<file path="config.mk">
export PLATFORM = sky130hd
export DESIGN_NAME = pmd_top
export DESIGN_NICKNAME = d
export VERILOG_FILES = /design/src/hdl/pmd_pkg.sv /design/src/hdl/pmd_top.sv
export SDC_FILE = /design/constraint.sdc
export NUM_CORES = 1
export LEC_CHECK = 0
export ABC_AREA = 1
export BUFFER_PORTS_ARGS = -buffer_cell sky130_fd_sc_hd__buf_4
export CAP_MARGIN = 20
export CORE_ASPECT_RATIO = 1.5
export CORE_MARGIN = 2
export CORE_UTILIZATION = 47
export DETAILED_ROUTE_END_ITERATION = 16
export PLACE_DENSITY = 0.93
export SLEW_MARGIN = 20
export SYNTH_ARGS = -nofsm -noshare
export SYNTH_HDL_FRONTEND = slang
export SYNTH_SLANG_ARGS = --single-unit
</file>
<file path="constraint.sdc">
create_clock -name clk_sys -period 2 [get_ports clk_sys]
set_clock_uncertainty 0.15 [all_clocks]
set_input_delay 0.2 -clock clk_sys [delete_from_list [all_inputs] [get_ports clk_sys]]
set_output_delay 0.2 -clock clk_sys [all_outputs]
set_load 0.1 [all_outputs]
</file>
<file path="src/hdl/pmd_pkg.sv">
package pmd_pkg;

    localparam int PMD_AW = 16;
    localparam int PMD_DW = 8;
    localparam int PMD_NP = 8;
    localparam int PMD_OW = 4;

    // disable register and its reset value
    localparam logic [PMD_AW-1:0] PMD_MD0_OFS = 16'h010c;
    localparam logic [PMD_DW-1:0] PMD_MD0_RST = 8'h00;
    localparam logic [PMD_DW-1:0] PMD_RD_ZERO = 8'h00;

    // bit positions within module_disable_0
    localparam int PMD_NVM_BIT = 0;
    localparam int PMD_CRC_BIT = 1;
    localparam int PMD_SCAN_BIT = 2;
    localparam int PMD_SYSC_BIT = 3;
    localparam int PMD_ACT_BIT = 4;
    localparam int PMD_IOC_BIT = 5;
    localparam int PMD_CLKR_BIT = 6;
    localparam int PMD_TMR0_BIT = 7;

    // register window of each controlled peripheral, indexed by disable bit
    localparam logic [PMD_NP-1:0][PMD_AW-1:0] PMD_WIN_BASE = {
        16'h0590, 16'h0580, 16'h0570, 16'h0560,
        16'h0000, 16'h1c90, 16'h1ca0, 16'h0080
    };
    localparam logic [PMD_AW-1:0] PMD_WIN_MASK = 16'hfff0;
    // the clock network slot owns no registers
    localparam logic [PMD_NP-1:0] PMD_WIN_USED = 8'hf7;

    typedef struct packed {
        logic [PMD_AW-1:0] addr;
        logic [PMD_DW-1:0] wdata;
        logic wr;
        logic rd;
    } pmd_req_s;

    localparam pmd_req_s PMD_REQ_IDLE = '0;

endpackage

</file>
<file path="src/hdl/pmd_top.sv">
// Added by the designer: the plain strobed port.
`timescale 1ns/100ps

// Notes on behaviour
// - all disable bits zero after reset
// - disabled peripheral held in reset
// - disabled registers read zero, ignore writes
// - disabled peripheral outputs forced inactive
// - disabled peripheral clock gated off
// - clearing bit releases reset, registers power-on
// - bit 7 disables base timer
// - bit 6 disables reference clock output
// - bit 5 disables pin change interrupt
// - bit 4 disables oscillator tuning
// - bit 3 stops peripheral system clock network
// - only full-rate clock stops, quarter-rate keeps
// - bit 2 scanner, bit 1 checksum unit
// - bit 0 blocks nonvolatile memory access
module pmd_top
    import pmd_pkg::*;
#(
    parameter int NP = PMD_NP,
    parameter int OW = PMD_OW
) (
    input wire logic clk_sys,
    input wire logic rst_b,
    input wire pmd_req_s bus_req,
    output logic [PMD_DW-1:0] rdata_q,
    input wire logic [NP-1:0][PMD_DW-1:0] periph_rdata,
    input wire logic [NP-1:0][OW-1:0] periph_out,
    output pmd_req_s periph_req_q,
    output logic [NP-1:0] periph_sel_q,
    output logic [NP-1:0] periph_rst_q,
    output logic [NP-1:0] periph_clk_en_q,
    output logic [NP-1:0][OW-1:0] gated_out_q,
    output logic fosc_periph_en_q,
    output logic nvm_access_en_q
);

    logic [PMD_DW-1:0] module_disable_0_q;
    logic [PMD_DW-1:0] module_disable_0_d;
    logic [NP-1:0] win_hit;
    logic reg_hit;
    logic [PMD_DW-1:0] rdata_d;

    assign reg_hit = bus_req.addr == PMD_MD0_OFS;

    // per-peripheral register window decode
    genvar gi;
    generate
        for (gi = 0; gi < NP; gi++) begin : g_win
            assign win_hit[gi] = PMD_WIN_USED[gi]
                && ((bus_req.addr & PMD_WIN_MASK) == PMD_WIN_BASE[gi]);
        end
    endgenerate

    // disable register is never gated by its own bits
    always_comb begin
        module_disable_0_d = module_disable_0_q;
        if (bus_req.wr && reg_hit) begin
            module_disable_0_d = bus_req.wdata;
        end
    end

    always_ff @(posedge clk_sys or negedge rst_b) begin
        if (!rst_b) begin
            module_disable_0_q <= PMD_MD0_RST;
        end else begin
            module_disable_0_q <= module_disable_0_d;
        end
    end

    // read path, data stand only in the cycle after the strobe
    always_comb begin
        rdata_d = PMD_RD_ZERO;
        if (bus_req.rd) begin
            if (reg_hit) begin
                rdata_d = module_disable_0_q;
            end
            for (int i = 0; i < NP; i++) begin
                if (win_hit[i] && !module_disable_0_q[i]) begin
                    rdata_d = periph_rdata[i];
                end
            end
        end
    end

    always_ff @(posedge clk_sys or negedge rst_b) begin
        if (!rst_b) begin
            rdata_q <= PMD_RD_ZERO;
        end else begin
            rdata_q <= rdata_d;
        end
    end

    // forwarded access to peripherals, dropped while disabled
    always_ff @(posedge clk_sys or negedge rst_b) begin
        if (!rst_b) begin
            periph_req_q <= PMD_REQ_IDLE;
            periph_sel_q <= '0;
        end else begin
            periph_req_q <= bus_req;
            periph_sel_q <= win_hit & ~module_disable_0_q;
        end
    end

    // reset hold and clock gate follow the next register value
    always_ff @(posedge clk_sys or negedge rst_b) begin
        if (!rst_b) begin
            periph_rst_q <= '0;
            periph_clk_en_q <= '1;
        end else begin
            periph_rst_q <= module_disable_0_d;
            periph_clk_en_q <= ~module_disable_0_d;
        end
    end

    // named controls for the fixed slots
    always_ff @(posedge clk_sys or negedge rst_b) begin
        if (!rst_b) begin
            fosc_periph_en_q <= 1'b1;
            nvm_access_en_q <= 1'b1;
        end else begin
            // quarter-rate clock is not routed here
            fosc_periph_en_q <= !module_disable_0_d[PMD_SYSC_BIT];
            nvm_access_en_q <= !module_disable_0_d[PMD_NVM_BIT];
        end
    end

    // output disable, one slot per bit: 7 timer, 6 ref clock, 5 pin change,
    // 4 osc tuning, 2 scanner, 1 checksum, 0 memory
    generate
        for (gi = 0; gi < NP; gi++) begin : g_out
            always_ff @(posedge clk_sys or negedge rst_b) begin
                if (!rst_b) begin
                    gated_out_q[gi] <= '0;
                end else if (module_disable_0_d[gi]) begin
                    gated_out_q[gi] <= '0;
                end else begin
                    gated_out_q[gi] <= periph_out[gi];
                end
            end
        end
    endgenerate

    property p_reset_enabled;
        @(posedge clk_sys) $rose(rst_b) |-> periph_rst_q == '0 && periph_clk_en_q == '1;
    endproperty
    a_reset_enabled: assert property (p_reset_enabled) else $error("peripheral not enabled after reset");

    property p_hold_reset;
        @(posedge clk_sys) disable iff (!rst_b)
            (bus_req.wr && reg_hit) |=> periph_rst_q == $past(bus_req.wdata);
    endproperty
    a_hold_reset: assert property (p_hold_reset) else $error("reset hold does not follow write");

    property p_read_zero;
        @(posedge clk_sys) disable iff (!rst_b)
            (bus_req.rd && |(win_hit & module_disable_0_q)) |=> rdata_q == PMD_RD_ZERO;
    endproperty
    a_read_zero: assert property (p_read_zero) else $error("disabled register read not zero");

    property p_write_drop;
        @(posedge clk_sys) disable iff (!rst_b)
            (bus_req.wr && |(win_hit & module_disable_0_q)) |=> periph_sel_q == '0;
    endproperty
    a_write_drop: assert property (p_write_drop) else $error("disabled register write forwarded");

    property p_out_off;
        @(posedge clk_sys) disable iff (!rst_b)
            ##1 (gated_out_q & ~{NP{OW'(0)}}) == gated_out_q
            && ((periph_rst_q[PMD_TMR0_BIT] && 1'b1) -> gated_out_q[PMD_TMR0_BIT] == '0);
    endproperty
    a_out_off: assert property (p_out_off) else $error("disabled timer output active");

    property p_clk_gate;
        @(posedge clk_sys) disable iff (!rst_b) periph_clk_en_q == ~periph_rst_q;
    endproperty
    a_clk_gate: assert property (p_clk_gate) else $error("clock gate and reset disagree");

    property p_release;
        @(posedge clk_sys) disable iff (!rst_b)
            (bus_req.wr && reg_hit && bus_req.wdata == PMD_MD0_RST) |=> ##1 periph_rst_q == '0;
    endproperty
    a_release: assert property (p_release) else $error("reset not released");

    property p_sysclk;
        @(posedge clk_sys) disable iff (!rst_b)
            fosc_periph_en_q == !periph_rst_q[PMD_SYSC_BIT];
    endproperty
    a_sysclk: assert property (p_sysclk) else $error("system clock gate wrong");

    property p_nvm;
        @(posedge clk_sys) disable iff (!rst_b)
            !nvm_access_en_q |-> !periph_sel_q[PMD_NVM_BIT];
    endproperty
    a_nvm: assert property (p_nvm) else $error("memory access while blocked");

    property p_reg_rw;
        @(posedge clk_sys) disable iff (!rst_b)
            (bus_req.wr && reg_hit) ##1 (bus_req.rd && reg_hit && !bus_req.wr)
            |=> rdata_q == $past(bus_req.wdata, 2);
    endproperty
    a_reg_rw: assert property (p_reg_rw) else $error("disable register readback wrong");

    c_disable_all: cover property (@(posedge clk_sys) disable iff (!rst_b) periph_rst_q == '1);
    c_reenable: cover property (@(posedge clk_sys) disable iff (!rst_b) $fell(periph_rst_q[PMD_TMR0_BIT]));
    c_blocked_read: cover property (@(posedge clk_sys) disable iff (!rst_b)
        bus_req.rd && |(win_hit & module_disable_0_q));
    c_live_write: cover property (@(posedge clk_sys) disable iff (!rst_b) |periph_sel_q && periph_req_q.wr);

endmodule

</file>
Word-level counts from Yosys, hierarchy flattened
Index checks and enable logic that the tools add are counted.

operators by class
  add/sub/neg operators = 0
  reductions and logical operators = 17
  magnitude comparators = 0
  equal/unequal tests = 8
  bitwise gates (word level) = 3
  multiplexer cells = 18
  divide/modulo/power cells = 0
  shifts and indexed selects = 0
  multipliers = 0

operators with widths
  operator               number
  $mux W8                10
  $eq A12 B7 Y1 const B  4
  $mux W4                8
  $eq A12 B9 Y1 const B  2
  $eq A16 B9 Y1 const B  1
  $not A8 Y8             2
  $eq A12 B4 Y1 const B  1
  $logic_not A1 Y1       9
  $and A8 B8 Y8          1
  $logic_and A1 B1 Y1    8

storage, ports and cells
  input bits = 124
  bits in latches = 0
  output and inout bits = 92
  register bits after elaboration = 92
  logic and storage cells = 64
  memory bits (writable) = 0
  memories kept = 0
  ROM bits = 0

Longest topological paths before layout
  word-level depth = 10
  mapped depth = 12
  mapped depth without buffers = 12

Least setup slack after synthesis
No wires, ideal clock.

  path kind = register to register
  start point = register periph_rst_q[5] (netlist name)
  end point = register rdata_q[4]
  stages on the path, launching flop included = 8
  setup time = 0.126 ns
  data arrival time = 1.649 ns
  path buffers = 1
  setup slack = 0.076 ns
  period minus slack after synthesis = 1.924 ns
  data required time = 1.724 ns
  cells stage by stage = dfrtp_1 > nor3_1 > nand2_1 > buf_2 > nand2_1 > nand3b_1 > nand2_1 > a21oi_2

RTL lines
  element               RTL line       RTL
  to (signal assigned)  pmd_top.sv:92  rdata_q <= rdata_d;
  to (decl)             pmd_top.sv:28  output logic [PMD_DW-1:0] rdata_q,

Worst setup path in the final report
  start point = input port bus_req[15] (netlist name)
  end point = register rdata_q[5]

on the way
  longest elaborated chain between the ends = 10
  elaborated cells between the ends (all ways) = 24
  those cells by class = 8 x eq/ne; 9 x mux; 7 x reduce/logical

ends and longest elaborated chain
  element                                         RTL line                      RTL
  from (decl)                                     pmd_top.sv:27                 input wire pmd_req_s bus_req,
  $eq A16 B9 Y1 or $eq A12 B4 Y1 (tied branches)  pmd_top.sv:46, pmd_top.sv:53
  $mux W8 or $logic_and A1 B1 Y1 (tied branches)  pmd_top.sv:77, pmd_top.sv:81
  $mux W8 (6 in a row)                            pmd_top.sv:81                 if (win_hit[i] && !module_disable_0_q[i]) begin
  $mux W8 (*)                                     pmd_top.sv:81
  $mux W8 (*)                                     pmd_top.sv:76                 if (bus_req.rd) begin
  net rdata_d[5]                                  pmd_top.sv:44                 logic [PMD_DW-1:0] rdata_d;

Mark *: on every way through the listed nets, which the timed path passes. The rest lies on a longest branch.

==> results_dict.tcl <==
set metrics [dict create \
    status "completed" \
    synth-edff-count 0 \
    timing.reg2reg.setup_slack_ps 340 \
    numCtsBuffers 9 \
    worst_path_max_delay_cell "dlygate4sd3_1" \
    nFillCells 411 \
    grt_use_total_pct 31.11 \
    synth-main-ff-cell "dfrtp_1" \
    fin_area_mm2 0.006226 \
    endpoint "rdata_q[5]" \
    die_w_um 75.63 \
    dp_hpwl_mm 8.294 \
    cap_viol_max_count 0 \
    final_nets 791 \
    postRouteAntennaNets 0 \
    power.density_mw_per_mm2 739.9 \
    first_pass_iters 5 \
    hold_class "input pin to flip-flop" \
    timing.final.ws_setup_ps 105.2 \
    crit_top_cell "nand2_1" \
    cp-end-kind "flip-flop" \
    port_buffers 206 \
    drc 0 \
    root_buffer "clkbuf_16" \
    finalSetupViolCount 0 \
    num_rows 39 \
    path_max_fanout 9 \
    ys_types 27 \
    synth-warning-count 0 \
    post-place-ws_ps 303.7 \
    place_congestion 0.8423 \
    drtIter0Drc 272 \
    async_flop_share_pct 100.0 \
    grt_pass1_wl_mm 19.26 \
    core-area_mm2 0.007564 \
    area_growth_syn_to_layout_pct 72.12 \
    synth_fp_nets 517 \
    grt_pass1_vias 4021 \
    drive_gt1_share_pct 40.48 \
    synth_common_cells "nand2_1, dfrtp_1, inv_1" \
    cts_buffer_depth 2 \
    die_h_um 111.4 \
    syn_avg_cell_area_um2 9.204 \
    overflow 0 \
    rsz0062_at_grt "yes" \
    routedWlPerCell_um 16.27 \
    cts_sinks 89 \
    crit_start "bus_req[15]" \
    max_freq_mhz 527.8 \
    wirelength_mm 12.60 \
    synth_top_area_share_pct 56.04 \
    required_ps 2140 \
    cts.clk_slew.worst_paths_ps 70 \
    cp_cell_sequence "dlygate4sd3_1 > buf_4 > nor2_2 > nand2_2 > nor2_4 > nand2_4 > inv_4 > nand2_1 > nand2_1 > inv_1 > nand4_1 > nand2_1 > inv_1" \
    tns_ps 0 \
    vias 3740 \
    slowest_delay_ps 540 \
    synth_top_area_cell "dfrtp_1" \
    antenna_found_initial 0 \
    grt_max_degree 55 \
    cts_tree "built" \
    regToRegStartpoint "periph_rst_q[0]" \
    synthTopCellsByArea "dfrtp_1, nand2_1, inv_1, dfstp_2, nor2_1" \
    criticalPathCategory "input pin to flip-flop" \
    ir_worst_vdd_mv 0.9177 \
    die_area_mm2 0.008429 \
    ys_ff_latch 89 \
    finalCritPeriodShare_pct 94.74 \
    htree_num_levels 3 \
    placed_area_mm2 0.005279 \
    vias_per_cell 4.832 \
    rr_worst_depth 9 \
    synth.most_common_cell "nand2_1" \
    min_period_ps 1895 \
    io_pins 216 \
    crit_path_start_kind "input pin" \
    ys_seq_area_share_pct 61.85 \
    clock_insertion_delay_worst_skew_ps 340 \
    synth_area_mm2 0.003617 \
    antennaDiodeCount 0 \
    p_leak_nw 3.354 \
    slew_viol_final 0 \
    start_util_pct 47.82 \
    reg2reg_to "rdata_q[4]" \
    finalHoldViolCount 0 \
    crit_arrival_ps 2040 \
    synth_cells 393 \
]
[cell usage in the layout, fill, tap and decap left out, types with 3 or more instances in the layout]
cell | Yosys | final
nand3b_1 | 3 | 3
clkbuf_8 | 0 | 3
nand4_1 | 3 | 3
clkbuf_16 | 0 | 9
dfstp_2 | 8 | 8
dlygate4sd3_1 | 0 | 59
nand2_1 | 84 | 82
nor2_1 | 51 | 50
o21ai_0 | 13 | 13
nand2_4 | 3 | 4
buf_4 | 3 | 208
nand3_1 | 23 | 23
a21oi_2 | 3 | 3
nor2_4 | 5 | 6
inv_1 | 74 | 74
nand2_2 | 11 | 12
nor2_2 | 7 | 7
dfrtp_1 | 81 | 81
a21oi_1 | 5 | 5
[per-stage QoR]
step	hold WS, ps	cells	util [%]	power [mW]
2_1_floorplan	-245.6	393	-	2.429
3_3_place_gp	29.99	697	69.79	2.768
3_5_place_dp	37.78	697	69.79	2.783
4_1_cts	4.014	772	81.69	4.599
5_1_grt	47.68	774	82.32	4.722
6_report	8.026	774	82.32	4.607
[flip-flops by register name (all words and copies together) (netlist names)]
register,flops
periph_clk_en_q,8
periph_sel_q,7
gated_out_q,32
periph_req_q,26
periph_rst_q,8
rdata_q,8
[per-layer routing]
metal  GRT usage [%]  wire length [µm]  vias to the layer above
li1                -                 -                     1716
met1           30.94              4110                     1787
met2           55.25              7051                      192
met3           7.964               875                       45
met4           18.25               557                        0
met5               0                 0                        -
[worst min-delay path by stage]
stage                                   to        startpoint  cells past startpoint  slack (ps)
after floorplan             gated_out_q[0]             rst_b                      0        -250
after global placement    periph_req_q[22]             rst_b                      1          30
after detailed placement  periph_req_q[22]             rst_b                      1          40
after CTS                       rdata_q[7]  periph_rdata[63]                      3           4
after global routing            rdata_q[5]  periph_rdata[45]                      5          50
final                           rdata_q[7]  periph_rdata[63]                      3           8
[worst max-delay path, delay by kind of cell]
| kind | cells | cell delay, ps |
|---|---|---|
| buf+inv | 5 | 960 |
| simple gates | 8 | 860 |
[report_power, final]
group          switching, mW  leakage (nW)  internal, mW
Clock                  0.678         0.153          1.07
Sequential            0.0199          1.08          1.86
Combinational          0.654          2.12         0.324
Total                   1.35          3.35          3.25
[layout make-up]
type                            count  area (µm²)  share of cell area (%)
Clock inverter                      2       35.03                  0.5627
Clock buffer                       14       274.0                   4.401
Timing Repair Buffer              268        2172                   34.89
Inverter                           80       315.3                   5.064
Tap cell                          102       127.6                   2.050
Multi-Input combinational cell    219        1065                   17.10
Sequential cell                    89        2237                   35.93
[cells by family after synthesis]
family          synth area share, %
compound gates                3.632
buf+inv                       9.374
flops                         61.85
other cells                  0.1037
simple gates                  25.04
[timing repair]
| action | CTS | global route |
|---|---|---|
| buffers inserted | 0 | 2 |
| endpoints found under the setup margin | 0 | 19 |
| resized for setup | 0 | 10 |
| endpoints found under the hold margin | 96 | 0 |
| hold buffers | 59 | 0 |
Power figures use the tool's default switching activity.
